--- src/csl_pkg.sv ---
// Constants, field layouts and carriers for the converter/switch low-power control slice
package csl_pkg;

  // ---------------------------------------------------------------
  // Register map
  // ---------------------------------------------------------------
  localparam logic [7:0] CSL_CONV6_HIB_CFG_ADDR = 8'hc5;
  localparam logic [7:0] CSL_SWITCH_CTRL_ADDR = 8'hc7;

  // ---------------------------------------------------------------
  // Field codes
  // ---------------------------------------------------------------
  localparam logic [2:0] CSL_HIB_KEEP = 3'h0;
  localparam logic [2:0] CSL_HIB_IMAGE = 3'h1;
  localparam logic [2:0] CSL_HIB_STANDBY = 3'h2;
  localparam logic [2:0] CSL_HIB_STANDBY_IMAGE = 3'h3;
  localparam logic [2:0] CSL_HIB_LINEAR = 3'h4;
  localparam logic [2:0] CSL_HIB_LINEAR_IMAGE = 3'h5;
  localparam logic [2:0] CSL_HIB_RESERVED = 3'h6;
  localparam logic [2:0] CSL_HIB_DISABLE = 3'h7;

  localparam logic [1:0] CSL_SRC_SW_BIT = 2'h0;
  localparam logic [1:0] CSL_SRC_LPR1 = 2'h1;
  localparam logic [1:0] CSL_SRC_LPR2 = 2'h2;
  localparam logic [1:0] CSL_SRC_LPR3 = 2'h3;

  localparam logic [1:0] CSL_FAULT_IGNORE = 2'h0;
  localparam logic [1:0] CSL_FAULT_DISABLE = 2'h1;
  localparam int CSL_FAULT_SYS_BIT = 1; // Set in both system shutdown codes

  localparam logic [3:0] CSL_SLOT_NONE = 4'h0;
  localparam logic [3:0] CSL_SLOT_EDGE = 4'hf;

  // ---------------------------------------------------------------
  // Defaults restored by reset and by the power state machine
  // ---------------------------------------------------------------
  localparam logic [2:0] CSL_DEF_BEHAVIOUR = 3'h0;
  localparam logic [1:0] CSL_DEF_SOURCE = 2'h0;
  localparam logic [6:0] CSL_DEF_IMAGE_VOLT = 7'h06;
  localparam logic [1:0] CSL_DEF_FAULT_ACTION = 2'h0;
  localparam logic [3:0] CSL_DEF_STARTUP_SLOT = 4'h0;
  localparam logic [3:0] CSL_DEF_SHUTDOWN_SLOT = 4'h0;
  localparam logic CSL_DEF_HIB_KEEP = 1'b0;
  localparam logic CSL_DEF_BULK_HIB = 1'b1;
  localparam logic CSL_DEF_BULK_ACT = 1'b1;

  // ---------------------------------------------------------------
  // Carriers
  // ---------------------------------------------------------------
  typedef struct packed {
    logic [2:0] conv_hibernate_behaviour;
    logic [1:0] conv_hibernate_source_sel;
    logic [6:0] conv_image_voltage;
  } csl_conv_cfg_type;

  typedef struct packed {
    logic [1:0] switch_fault_action;
    logic [3:0] switch_startup_slot;
    logic [3:0] switch_shutdown_slot;
    logic switch_hibernate_keep;
    logic switch_bulk_detect_hibernate;
    logic switch_bulk_detect_active;
  } csl_sw_cfg_type;

  typedef struct packed {
    logic disable_out;
    logic linear_mode;
    logic standby;
    logic use_image;
  } csl_conv_ctrl_type;

  // Register word layouts, reserved bits read as zero
  typedef struct packed {
    logic rsv_15;
    logic [2:0] conv_hibernate_behaviour;
    logic [1:0] rsv_11_10;
    logic [1:0] conv_hibernate_source_sel;
    logic rsv_7;
    logic [6:0] conv_image_voltage;
  } csl_conv_word_type;

  typedef struct packed {
    logic [1:0] switch_fault_action;
    logic [3:0] switch_startup_slot;
    logic [3:0] switch_shutdown_slot;
    logic rsv_5;
    logic switch_hibernate_keep;
    logic [1:0] rsv_3_2;
    logic switch_bulk_detect_hibernate;
    logic switch_bulk_detect_active;
  } csl_sw_word_type;

  localparam csl_conv_cfg_type CSL_CONV_DEFAULT =
    '{CSL_DEF_BEHAVIOUR, CSL_DEF_SOURCE, CSL_DEF_IMAGE_VOLT};
  localparam csl_sw_cfg_type CSL_SW_DEFAULT =
    '{CSL_DEF_FAULT_ACTION, CSL_DEF_STARTUP_SLOT, CSL_DEF_SHUTDOWN_SLOT,
      CSL_DEF_HIB_KEEP, CSL_DEF_BULK_HIB, CSL_DEF_BULK_ACT};

endpackage : csl_pkg
--- src/csl_ctrl.sv ---
// Converter hibernate control and current-limit switch sequencing slice
`timescale 1ns/1ps
// What this block does
// RL1 - Behaviour codes 000 to 011 keep settings, apply image voltage, force standby, or both.
// RL2 - Codes 100 and 101 force linear mode without or with image voltage, 110 is reserved, 111 disables the output.
// RL3 - The source select picks the software hibernate bit or one of three low-power request inputs.
// RL4 - An asserted general-purpose hibernate input puts the converter in hibernate regardless of the source.
// RL5 - The seven-bit image voltage code in 25 mV steps is passed to the converter for hibernate.
// RL6 - The image voltage field resets to code 000 0110, the 1.0V level.
// RL7 - On overcurrent the fault action ignores it, disables the switch, or shuts down the system.
// RL8 - The startup slot keeps the switch off, turns it on in slots 1 to 14, or on entering active.
// RL9 - The shutdown slot turns the switch off in slots 1 to 14, or on entering off for codes 0000 and 1111.
// RL10 - In hibernate the switch is disabled unless the keep bit is set, which holds its active setting.
// RL11 - The hibernate protection bit enables bulk detection while the switch is off in hibernate.
// RL12 - The active protection bit enables bulk detection while the switch is off in active.
// RL13 - The power state machine restores every field to its fixed default.
// RL14 - A fault with a non-ignore action also raises an interrupt.
// RL15 - Hibernate settings apply while the trigger is asserted and normal settings return when it drops.
module csl_ctrl
  import csl_pkg::*;
(
  input wire logic sys_clk_i,
  input wire logic reset_i,
  input wire logic psm_reset_i,
  input wire logic [7:0] reg_addr_i,
  input wire logic [15:0] reg_wdata_i,
  input wire logic reg_wr_i,
  input wire logic reg_rd_i,
  input wire logic hibernate_reg_bit_i,
  input wire logic low_power_request_1_i,
  input wire logic low_power_request_2_i,
  input wire logic low_power_request_3_i,
  input wire logic gpio_hibernate_i,
  input wire logic seq_startup_stb_i,
  input wire logic seq_shutdown_stb_i,
  input wire logic [3:0] seq_slot_i,
  input wire logic seq_enter_active_i,
  input wire logic seq_enter_off_i,
  input wire logic overcurrent_i,
  output logic [15:0] reg_rdata_o,
  output logic reg_rvalid_o,
  output logic conv_hib_active_o,
  output logic conv_disable_o,
  output logic conv_linear_mode_o,
  output logic conv_standby_o,
  output logic conv_use_image_o,
  output logic [6:0] conv_image_voltage_o,
  output logic switch_en_o,
  output logic bulk_detect_en_o,
  output logic fault_irq_o,
  output logic system_shutdown_o
);

  // ---------------------------------------------------------------
  // Functions
  // ---------------------------------------------------------------
  // Hibernate behaviour code to converter controls
  function automatic csl_conv_ctrl_type decode_behaviour(input logic [2:0] code);
    csl_conv_ctrl_type c;
    c = '0;
    case (code)
      CSL_HIB_KEEP: c = '0; // RL1
      CSL_HIB_IMAGE: c.use_image = 1'b1; // RL1
      CSL_HIB_STANDBY: c.standby = 1'b1; // RL1
      CSL_HIB_STANDBY_IMAGE: begin // RL1
        c.standby = 1'b1;
        c.use_image = 1'b1;
      end
      CSL_HIB_LINEAR: c.linear_mode = 1'b1; // RL2
      CSL_HIB_LINEAR_IMAGE: begin // RL2
        c.linear_mode = 1'b1;
        c.use_image = 1'b1;
      end
      CSL_HIB_DISABLE: c.disable_out = 1'b1; // RL2
      default: c = '0; // Reserved code changes nothing
    endcase
    return c;
  endfunction : decode_behaviour

  // Slot code names a numbered slot 1..14
  function automatic logic is_numbered_slot(input logic [3:0] code);
    return (code != CSL_SLOT_NONE) && (code != CSL_SLOT_EDGE);
  endfunction : is_numbered_slot

  // ---------------------------------------------------------------
  // Configuration registers
  // ---------------------------------------------------------------
  csl_conv_cfg_type conv_cfg_q;
  csl_sw_cfg_type sw_cfg_q;
  logic wr_conv;
  logic wr_sw;
  csl_conv_word_type conv_wr_word;
  csl_sw_word_type sw_wr_word;
  csl_conv_word_type conv_rd_word;
  csl_sw_word_type sw_rd_word;

  // Register words seen through their field layouts
  assign conv_wr_word = reg_wdata_i;
  assign sw_wr_word = reg_wdata_i;
  assign conv_rd_word = '{conv_hibernate_behaviour: conv_cfg_q.conv_hibernate_behaviour,
                          conv_hibernate_source_sel: conv_cfg_q.conv_hibernate_source_sel,
                          conv_image_voltage: conv_cfg_q.conv_image_voltage,
                          default: '0};
  assign sw_rd_word = '{switch_fault_action: sw_cfg_q.switch_fault_action,
                        switch_startup_slot: sw_cfg_q.switch_startup_slot,
                        switch_shutdown_slot: sw_cfg_q.switch_shutdown_slot,
                        switch_hibernate_keep: sw_cfg_q.switch_hibernate_keep,
                        switch_bulk_detect_hibernate: sw_cfg_q.switch_bulk_detect_hibernate,
                        switch_bulk_detect_active: sw_cfg_q.switch_bulk_detect_active,
                        default: '0};

  assign wr_conv = reg_wr_i && (reg_addr_i == CSL_CONV6_HIB_CFG_ADDR);
  assign wr_sw = reg_wr_i && (reg_addr_i == CSL_SWITCH_CTRL_ADDR);

  // Converter hibernate register, state machine restore wins over a write
  always_ff @(posedge sys_clk_i or posedge reset_i) begin
    if (reset_i) begin
      conv_cfg_q <= CSL_CONV_DEFAULT; // RL6
    end else if (psm_reset_i) begin
      conv_cfg_q <= CSL_CONV_DEFAULT; // RL13
    end else if (wr_conv) begin
      conv_cfg_q.conv_hibernate_behaviour <= conv_wr_word.conv_hibernate_behaviour;
      conv_cfg_q.conv_hibernate_source_sel <= conv_wr_word.conv_hibernate_source_sel;
      conv_cfg_q.conv_image_voltage <= conv_wr_word.conv_image_voltage;
    end
  end

  // Switch control register
  always_ff @(posedge sys_clk_i or posedge reset_i) begin
    if (reset_i) begin
      sw_cfg_q <= CSL_SW_DEFAULT;
    end else if (psm_reset_i) begin
      sw_cfg_q <= CSL_SW_DEFAULT; // RL13
    end else if (wr_sw) begin
      sw_cfg_q.switch_fault_action <= sw_wr_word.switch_fault_action;
      sw_cfg_q.switch_startup_slot <= sw_wr_word.switch_startup_slot;
      sw_cfg_q.switch_shutdown_slot <= sw_wr_word.switch_shutdown_slot;
      sw_cfg_q.switch_hibernate_keep <= sw_wr_word.switch_hibernate_keep;
      sw_cfg_q.switch_bulk_detect_hibernate <= sw_wr_word.switch_bulk_detect_hibernate;
      sw_cfg_q.switch_bulk_detect_active <= sw_wr_word.switch_bulk_detect_active;
    end
  end

  // Read data one cycle after the strobe, unmapped reads zero
  always_ff @(posedge sys_clk_i or posedge reset_i) begin
    if (reset_i) begin
      reg_rdata_o <= '0;
      reg_rvalid_o <= 1'b0;
    end else begin
      reg_rvalid_o <= reg_rd_i;
      if (!reg_rd_i) begin
        reg_rdata_o <= '0;
      end else if (reg_addr_i == CSL_CONV6_HIB_CFG_ADDR) begin
        reg_rdata_o <= conv_rd_word;
      end else if (reg_addr_i == CSL_SWITCH_CTRL_ADDR) begin
        reg_rdata_o <= sw_rd_word;
      end else begin
        reg_rdata_o <= '0;
      end
    end
  end

  // ---------------------------------------------------------------
  // Hibernate trigger and converter controls
  // ---------------------------------------------------------------
  logic trig_sel;
  logic hib_now;
  csl_conv_ctrl_type conv_ctrl;

  // Selected trigger, or-ed with the pin hibernate input
  always_comb begin
    case (conv_cfg_q.conv_hibernate_source_sel)
      CSL_SRC_SW_BIT: trig_sel = hibernate_reg_bit_i; // RL3
      CSL_SRC_LPR1: trig_sel = low_power_request_1_i; // RL3
      CSL_SRC_LPR2: trig_sel = low_power_request_2_i; // RL3
      CSL_SRC_LPR3: trig_sel = low_power_request_3_i; // RL3
      default: trig_sel = 1'b0;
    endcase
  end

  assign hib_now = trig_sel || gpio_hibernate_i; // RL4
  assign conv_ctrl = hib_now ? decode_behaviour(conv_cfg_q.conv_hibernate_behaviour)
                             : '0; // RL15

  // Converter control outputs follow the trigger level
  always_ff @(posedge sys_clk_i or posedge reset_i) begin
    if (reset_i) begin
      conv_hib_active_o <= 1'b0;
      conv_disable_o <= 1'b0;
      conv_linear_mode_o <= 1'b0;
      conv_standby_o <= 1'b0;
      conv_use_image_o <= 1'b0;
      conv_image_voltage_o <= CSL_DEF_IMAGE_VOLT;
    end else begin
      conv_hib_active_o <= hib_now; // RL15
      conv_disable_o <= conv_ctrl.disable_out;
      conv_linear_mode_o <= conv_ctrl.linear_mode;
      conv_standby_o <= conv_ctrl.standby;
      conv_use_image_o <= conv_ctrl.use_image;
      conv_image_voltage_o <= conv_cfg_q.conv_image_voltage; // RL5
    end
  end

  // ---------------------------------------------------------------
  // Switch sequencing and fault reaction
  // ---------------------------------------------------------------
  logic sw_on_q;
  logic sw_on_d;
  logic oc_prev_q;
  logic fault_evt;
  logic start_hit;
  logic stop_hit;
  logic sw_eff;

  assign fault_evt = overcurrent_i && !oc_prev_q && sw_on_q;
  assign start_hit = (seq_startup_stb_i
                      && is_numbered_slot(sw_cfg_q.switch_startup_slot)
                      && (seq_slot_i == sw_cfg_q.switch_startup_slot))
                     || (seq_enter_active_i
                      && (sw_cfg_q.switch_startup_slot == CSL_SLOT_EDGE)); // RL8
  assign stop_hit = (seq_shutdown_stb_i
                     && is_numbered_slot(sw_cfg_q.switch_shutdown_slot)
                     && (seq_slot_i == sw_cfg_q.switch_shutdown_slot))
                    || (seq_enter_off_i
                     && !is_numbered_slot(sw_cfg_q.switch_shutdown_slot)); // RL9

  // Fault disable beats shutdown slot, which beats startup
  always_comb begin
    sw_on_d = sw_on_q;
    if (fault_evt && (sw_cfg_q.switch_fault_action == CSL_FAULT_DISABLE)) begin
      sw_on_d = 1'b0; // RL7
    end else if (stop_hit) begin
      sw_on_d = 1'b0; // RL9
    end else if (start_hit) begin
      sw_on_d = 1'b1; // RL8
    end
  end

  assign sw_eff = sw_on_d && !(hib_now && !sw_cfg_q.switch_hibernate_keep); // RL10

  // Switch state and overcurrent edge history
  always_ff @(posedge sys_clk_i or posedge reset_i) begin
    if (reset_i) begin
      sw_on_q <= 1'b0;
      oc_prev_q <= 1'b0;
    end else begin
      sw_on_q <= sw_on_d;
      oc_prev_q <= overcurrent_i;
    end
  end

  // Switch drive and bulk detection while the switch is off
  always_ff @(posedge sys_clk_i or posedge reset_i) begin
    if (reset_i) begin
      switch_en_o <= 1'b0;
      bulk_detect_en_o <= 1'b0;
    end else begin
      switch_en_o <= sw_eff;
      bulk_detect_en_o <= !sw_eff && (hib_now ? sw_cfg_q.switch_bulk_detect_hibernate
                                              : sw_cfg_q.switch_bulk_detect_active); // RL11 RL12
    end
  end

  // Fault interrupt and system shutdown pulses
  always_ff @(posedge sys_clk_i or posedge reset_i) begin
    if (reset_i) begin
      fault_irq_o <= 1'b0;
      system_shutdown_o <= 1'b0;
    end else begin
      fault_irq_o <= fault_evt && (sw_cfg_q.switch_fault_action != CSL_FAULT_IGNORE); // RL14
      system_shutdown_o <= fault_evt
                           && sw_cfg_q.switch_fault_action[CSL_FAULT_SYS_BIT]; // RL7
    end
  end
endmodule : csl_ctrl

--- config.mk ---
export PLATFORM = sky130hd
export DESIGN_NAME = csl_ctrl
export DESIGN_NICKNAME = d
export VERILOG_FILES = /design/src/csl_pkg.sv /design/src/csl_ctrl.sv
export SDC_FILE = /design/constraint.sdc
export NUM_CORES = 1
export LEC_CHECK = 0
export ABC_AREA = 0
export ABC_CLOCK_PERIOD_IN_PS = 1700
export BUFFER_PORTS_ARGS = -buffer_cell sky130_fd_sc_hd__buf_4
export CORE_ASPECT_RATIO = 0.8
export CORE_MARGIN = 2
export CORE_UTILIZATION = 30
export DETAILED_ROUTE_END_ITERATION = 8
export MAX_ROUTING_LAYER = met4
export PLACE_DENSITY = 0.62
export SETUP_SLACK_MARGIN = 0.05
export SYNTH_ARGS = -nofsm -noshare
export SYNTH_HDL_FRONTEND = slang
export SYNTH_SLANG_ARGS = --single-unit
--- constraint.sdc ---
create_clock -name sys_clk_i -period 1.7 [get_ports sys_clk_i]
set_input_delay 0.085 -clock sys_clk_i [delete_from_list [all_inputs] [get_ports sys_clk_i]]
set_output_delay 0.085 -clock sys_clk_i [all_outputs]
set_load 0.01 [all_outputs]
==> flow_summary.yaml, run 1 <==
outcome:
  status: "finished, final reports clean"
layout:
  utilization: 0.442
  syn_to_final_growth_pct: 42.7
  antenna-diode-count: 0
  layout-drive-gt1-share: 0.379
  final_net_count: 336
detailed_routing:
  ant_nets: 0
  routedWlPerCell_um: 14.4
  routed-via-count: 1803
  drc: 0
  via_per_inst: 4.44
  drt_pass1_iterations: 4
  drt-initial-drc-count: 84
  wl_um: 5840
synth:
  yosysTopAreaCellShare: 0.552
  synth_area_leaders: "dfrtp_1 (55%), mux2i_1 (9.0%), dfstp_2 (6.4%), nor2_1 (4.8%), a22o_1 (2.9%)"
  yosys_warnings: 0
  synth_edf_count: 0
  avgSynthCellArea_um2: 12.7
  synthArstFlopShare: 1.00
  ys.flop_type: "dfrtp_1"
  synth_top_area_cell: "dfrtp_1"
  ys_types: 42
  ys_ff_latch: 60
  postSynthCellCount: 193
  yosysSeqAreaShare: 0.617
  synth_fp_nets: 236
  syn_area_mm2: 0.00245
worst_setup_path:
  cp.required_ps: 1920
  cp.arrival_ps: 1730
  critPathMaxFanout: 5
  startpoint_type: "flop"
  criticalPathCategory: "flop to flop"
  cp-end-kind: "flop"
floorplan:
  start_util: 0.309
  core_mm2: 0.00791
  pin_count: 76
  rows: 29
  chipWidth_um: 105
  die_y_um: 84.8
  dieArea_mm2: 0.00890
sta:
  setup-violations-final: 0
  fmax_ghz: 0.660
  hold_viol_final: 0
  finalMaxSlewViolations: 0
  relSlewSlack: 0.786
  min_period_ps: 1520
  tns_ps: 0
  skew_ps: 7.55
  rsz0062_at_grt: "false"
  tightest_slew_ps: 320
  fin_crit_sh: 0.891
  holdWs_ps: 8.14
grt:
  met3_usage: 0.0699
  grt_util_met2: 0.227
  globalRouteMet1Util: 0.179
  grt_pass1_wl_um: 9430
  top_usage_layer: "met2"
  grt-ovfl-total: 0
  grt_usage: 0.149
  antenna_found_initial: 0
  grt_pass1_vias: 1835
  grt_start_max_net_pins: 35
cts:
  htreeDepth: 3
  cts_setup_buffers: 0
  clk_latency_ps: 340
  cts_inserted_buffers: 9
  clockRootBuffer: "clkbuf_8"
  cts_sinks: 60
  cts_tree: "built"
  clk_pin_slew_ps: 60
  clk_path_buf_depth: 2
place:
  gp_congestion: 0.784
  dp_hpwl_um: 4140
  port_buffers: 75
power:
  p_leak_nw: 1.77
  ir_drop_mv: 0.390
  powerDensity_mw_per_mm2: 824
  finalPower_mw: 2.88
job:
  cap_violations: 0
min_path:
  worstHoldPathType: "input port to flop"
per-layer routing:
| layer | wire (um) | vias up |
|---|---|---|
| met2 | 2880 | 50 |
| met1 | 2600 | 884 |
| li1 | - | 863 |
| met3 | 294 | 6 |
| met5 | 0 | - |
| met4 | 60 | 0 |
Yosys cell counts (2+ instances only):
| master | count |
|---|---|
| a211o_1 | 2 |
| a211o_2 | 2 |
| a21oi_1 | 2 |
| a22o_1 | 8 |
| a31oi_1 | 2 |
| and2_1 | 7 |
| and3_1 | 2 |
| buf_2 | 3 |
| clkbuf_1 | 4 |
| dfrtp_1 | 54 |
| dfstp_2 | 6 |
| inv_1 | 4 |
| mux2i_1 | 22 |
| nand2_1 | 8 |
| nand4_1 | 2 |
| nor2_1 | 31 |
| nor2b_1 | 2 |
| nor3_1 | 2 |
| nor3b_1 | 3 |
| xnor2_1 | 4 |
| xor2_1 | 2 |
registers in the layout (all words and copies together) (netlist names):
name,count
reg_rvalid_o,1
conv_cfg_q,12
conv_linear_mode_o,1
sw_cfg_q,13
bulk_detect_en_o,1
system_shutdown_o,1
sw_on_q,1
conv_hib_active_o,1
oc_prev_q,1
conv_use_image_o,1
fault_irq_o,1
conv_image_voltage_o,7
conv_standby_o,1
conv_disable_o,1
switch_en_o,1
reg_rdata_o,16
layout make-up:
type                            count  area (um2)
Clock buffer                       13         149
Clock inverter                      3        40.0
Fill cell                         781        4420
Inverter                            5        18.8
Multi-Input combinational cell    117         836
Sequential cell                    60        1510
Tap cell                          108         135
Timing Repair Buffer              100         806
worst paths after layout:
path | start | endpoint | slack (ps) | cells past startpoint
worst min register to register | conv_cfg_q[2] | conv_image_voltage_o[2] | 370 | 0
worst max-delay path | sw_cfg_q[10] | switch_en_o | 180 | 5
min in group asynchronous | reset_i | conv_cfg_q[5] | 260 | 3
worst max register to register | sw_cfg_q[10] | switch_en_o | 180 | 5
max in group asynchronous | reset_i | conv_cfg_q[1] | 860 | 4
worst min-delay path | reg_wdata_i[9] | conv_cfg_q[8] | 8 | 3
per-stage QoR:
step | area (um2) | setup slack (ps) | std cells
3_3_place_gp | 3130 | 254 | 373
5_1_grt | 3490 | 71.2 | 406
2_1_floorplan | 2450 | 140 | 193
6_report | 3490 | 185 | 406
3_5_place_dp | 3130 | 207 | 373
4_1_cts | 3480 | 181 | 405
critical path: stages (launching register included):
cell and delay, ps:
dfrtp_1 420, or3_1 390, a2bb2oi_1 140, o21ai_0 110, and3_1 210, o21a_1 120
logic make-up (layout without fill, tap and decap cells):
logic type | count (synthesis) | in the layout | synth area share
AOI/OAI and AO/OA | 23 | 23 | 0.0772
xor gates and xnor gates | 6 | 6 | 0.0215
buffers and inverters | 16 | 121 | 0.0419
DFF | 60 | 60 | 0.617
muxes | 23 | 23 | 0.101
and+or+nand+nor | 65 | 65 | 0.142
what timing repair did:
| action | CTS | global route |
|---|---|---|
| hold buffers | 16 | 1 |
| endpoints found under the hold margin | 28 | 1 |
| resized for setup | 0 | 0 |
power breakdown:
part           switching [mW]  leakage [nW]  internal (mW)
Combinational          0.0886         0.865          0.116
Sequential            0.00299         0.805           1.44
Clock                   0.523        0.0974          0.714
Total                   0.615          1.77           2.27
cells in the final DEF (no fill, tap or decap), types with 6 or more instances in the layout:
cell,count
dfrtp_1,54
nor2_1,31
and2_1,7
mux2i_1,22
nand2_1,8
dfstp_2,6
clkbuf_8,10
a22o_1,8
dlygate4sd3_1,17
buf_4,82
Power figures use the tool's default switching activity.
==> inputs of run 2 (changes only) <==
ABC_CLOCK_PERIOD_IN_PS = 1900   (was 1700)
SKIP_CTS_REPAIR_TIMING = 1   (was default)
clock period = 1.9 ns   (was 1.7 ns; I/O delays follow)
==> flow_summary.yaml, run 2 (synthesis results as in run 1) <==
outcome:
  status: "complete, but fails checks"
  violations: "negative hold slack"
detailed_routing:
  dr_wl_met3_um: 339
  routed-via-count: 1768
  drt-initial-drc-count: 46
  wl_um: 5930
  wl_met1_um: 2600
  ant_nets: 0
  drt_pass1_iterations: 4
  routed-wl-met2_um: 2950
  drc: 0
  top_layer: "met4"
  via_per_inst: 4.53
  routedWlPerCell_um: 15.2
floorplan:
  pin_count: 76
  die_y_um: 84.8
  start_util: 0.309
  rows: 29
  core_mm2: 0.00791
  dieArea_mm2: 0.00890
  chipWidth_um: 105
place:
  port_buffers: 75
  dp_hpwl_um: 4150
  dp.cells: 369
  gp_congestion: 0.741
  dp_slack_ps: 361
layout:
  seqCellArea_mm2: 0.00151
  regMostFlops: "reg_rdata_o"
  layoutNonFillerInstCount: 390
  syn_to_final_growth_pct: 39.1
  largest_register_ffs: 16
  layout-drive-gt1-share: 0.394
  final_common_cell: "buf_4"
  final_net_count: 320
  antenna-diode-count: 0
  multi_input_area_um2: 836
  final_cell_mix: "buf_4 (78), dfrtp_1 (54), nor2_1 (31), mux2i_1 (22), clkbuf_8 (11)"
  top_regs: "reg_rdata_o: 16 flops, sw_cfg_q: 13 flops, conv_cfg_q: 12 flops"
  n_fill_cell: 782
grt:
  grt_pass1_vias: 1904
  antenna_found_initial: 0
  grt_usage: 0.149
  grt-ovfl-total: 0
  grt_start_max_net_pins: 36
  grt_pass1_wl_um: 9480
worst_setup_path:
  r2r-end: "bulk_detect_en_o"
  worst-r2r-cell-count: 6
  cp.arrival_ps: 1790
  rrSetupSlack_ps: 340
  worstReg2RegStart: "conv_cfg_q[7]"
  startpoint_type: "flop"
  cp.required_ps: 2130
  criticalPathCategory: "flop to flop"
  critPathMaxFanout: 5
  cp-end-kind: "flop"
sta:
  relSlewSlack: 0.625
  finalMaxSlewViolations: 0
  tns_ps: 0
  fin_crit_sh: 0.820
  setup-violations-final: 0
  min_period_ps: 1560
  fmax_ghz: 0.642
  hold_viol_final: 2
  rsz0062_at_grt: "false"
  worst_slack_ps: 342
  holdWs_ps: -5.70
  tightest_slew_ps: 562
  skew_ps: 4.47
job:
  cap_violations: 0
cts:
  clockRootBuffer: "clkbuf_8"
  clk_path_buf_depth: 2
  clk_pin_slew_ps: 60
  cts_sinks: 60
  cts_tree: "built"
  cts_inserted_buffers: 9
  htreeDepth: 3
  clk_latency_ps: 340
power:
  finalPower_mw: 2.86
  ir_drop_mv: 0.371
  p_leak_nw: 1.73
  powerDensity_mw_per_mm2: 841
min_path:
  whs_endpoint: "sw_cfg_q[8]"
  whs_path_depth: 3
  hp-start: "reg_wdata_i[11]"
  worstHoldPathType: "input port to flop"
[run 2: cell types whose count changed in the layout (fill, tap and decap cells not counted), sizes merged]
| cell | change |
|---|---|
| clkbuf | -1 |
| buf | -4 |
| bufinv | +2 |
| dlygate4sd3 | -12 |
| clkinv | -1 |
[run 2: worst max path at each step]
stage / start / end / slack [ps] / cells past startpoint
after floorplan: reset_i / bulk_detect_en_o / 330 / 1
after global placement: conv_cfg_q[7] / bulk_detect_en_o / 390 / 6
after CTS: conv_cfg_q[7] / bulk_detect_en_o / 320 / 6
after detailed placement: conv_cfg_q[7] / bulk_detect_en_o / 360 / 6
after global routing: conv_cfg_q[7] / bulk_detect_en_o / 230 / 6
final: conv_cfg_q[7] / bulk_detect_en_o / 340 / 6
[run 2: layout make-up]
class	instances	share of cell area
Clock buffer	12	0.0456
Clock inverter	4	0.0279
Inverter	5	0.00551
Multi-Input combinational cell	117	0.245
Sequential cell	60	0.443
Tap cell	108	0.0397
Timing Repair Buffer	84	0.193
[run 2: power breakdown]
group / internal, mW / switching [mW]
registers: 1.28 / 0.00271
logic: 0.0853 / 0.0742
clock network: 0.941 / 0.477
[run 2: worst max-delay path, cell delays in order, from the launching register on]
cell	delay (ps)
dfrtp_1	380
mux4_1	570
nor2_2	210
inv_2	70
nand2_1	70
a41o_2	100
o21ai_2	40
[run 2: layer usage]
metal	global-route usage	vias up
met4	0.0291	0
met3	0.0629	5
met5	-	-
li1	-	834
met2	0.247	52
met1	0.171	877
[run 2: stage by stage]
step | cell area (um2) | util | hold WS [ps]
finish | 3400 | 0.430 | -5.70
global route | 3400 | 0.430 | 2.60
CTS | 3350 | 0.424 | -175
detailed placement | 3100 | 0.392 | 194
global placement | 3100 | 0.392 | 185
floorplan | 2450 | - | 126
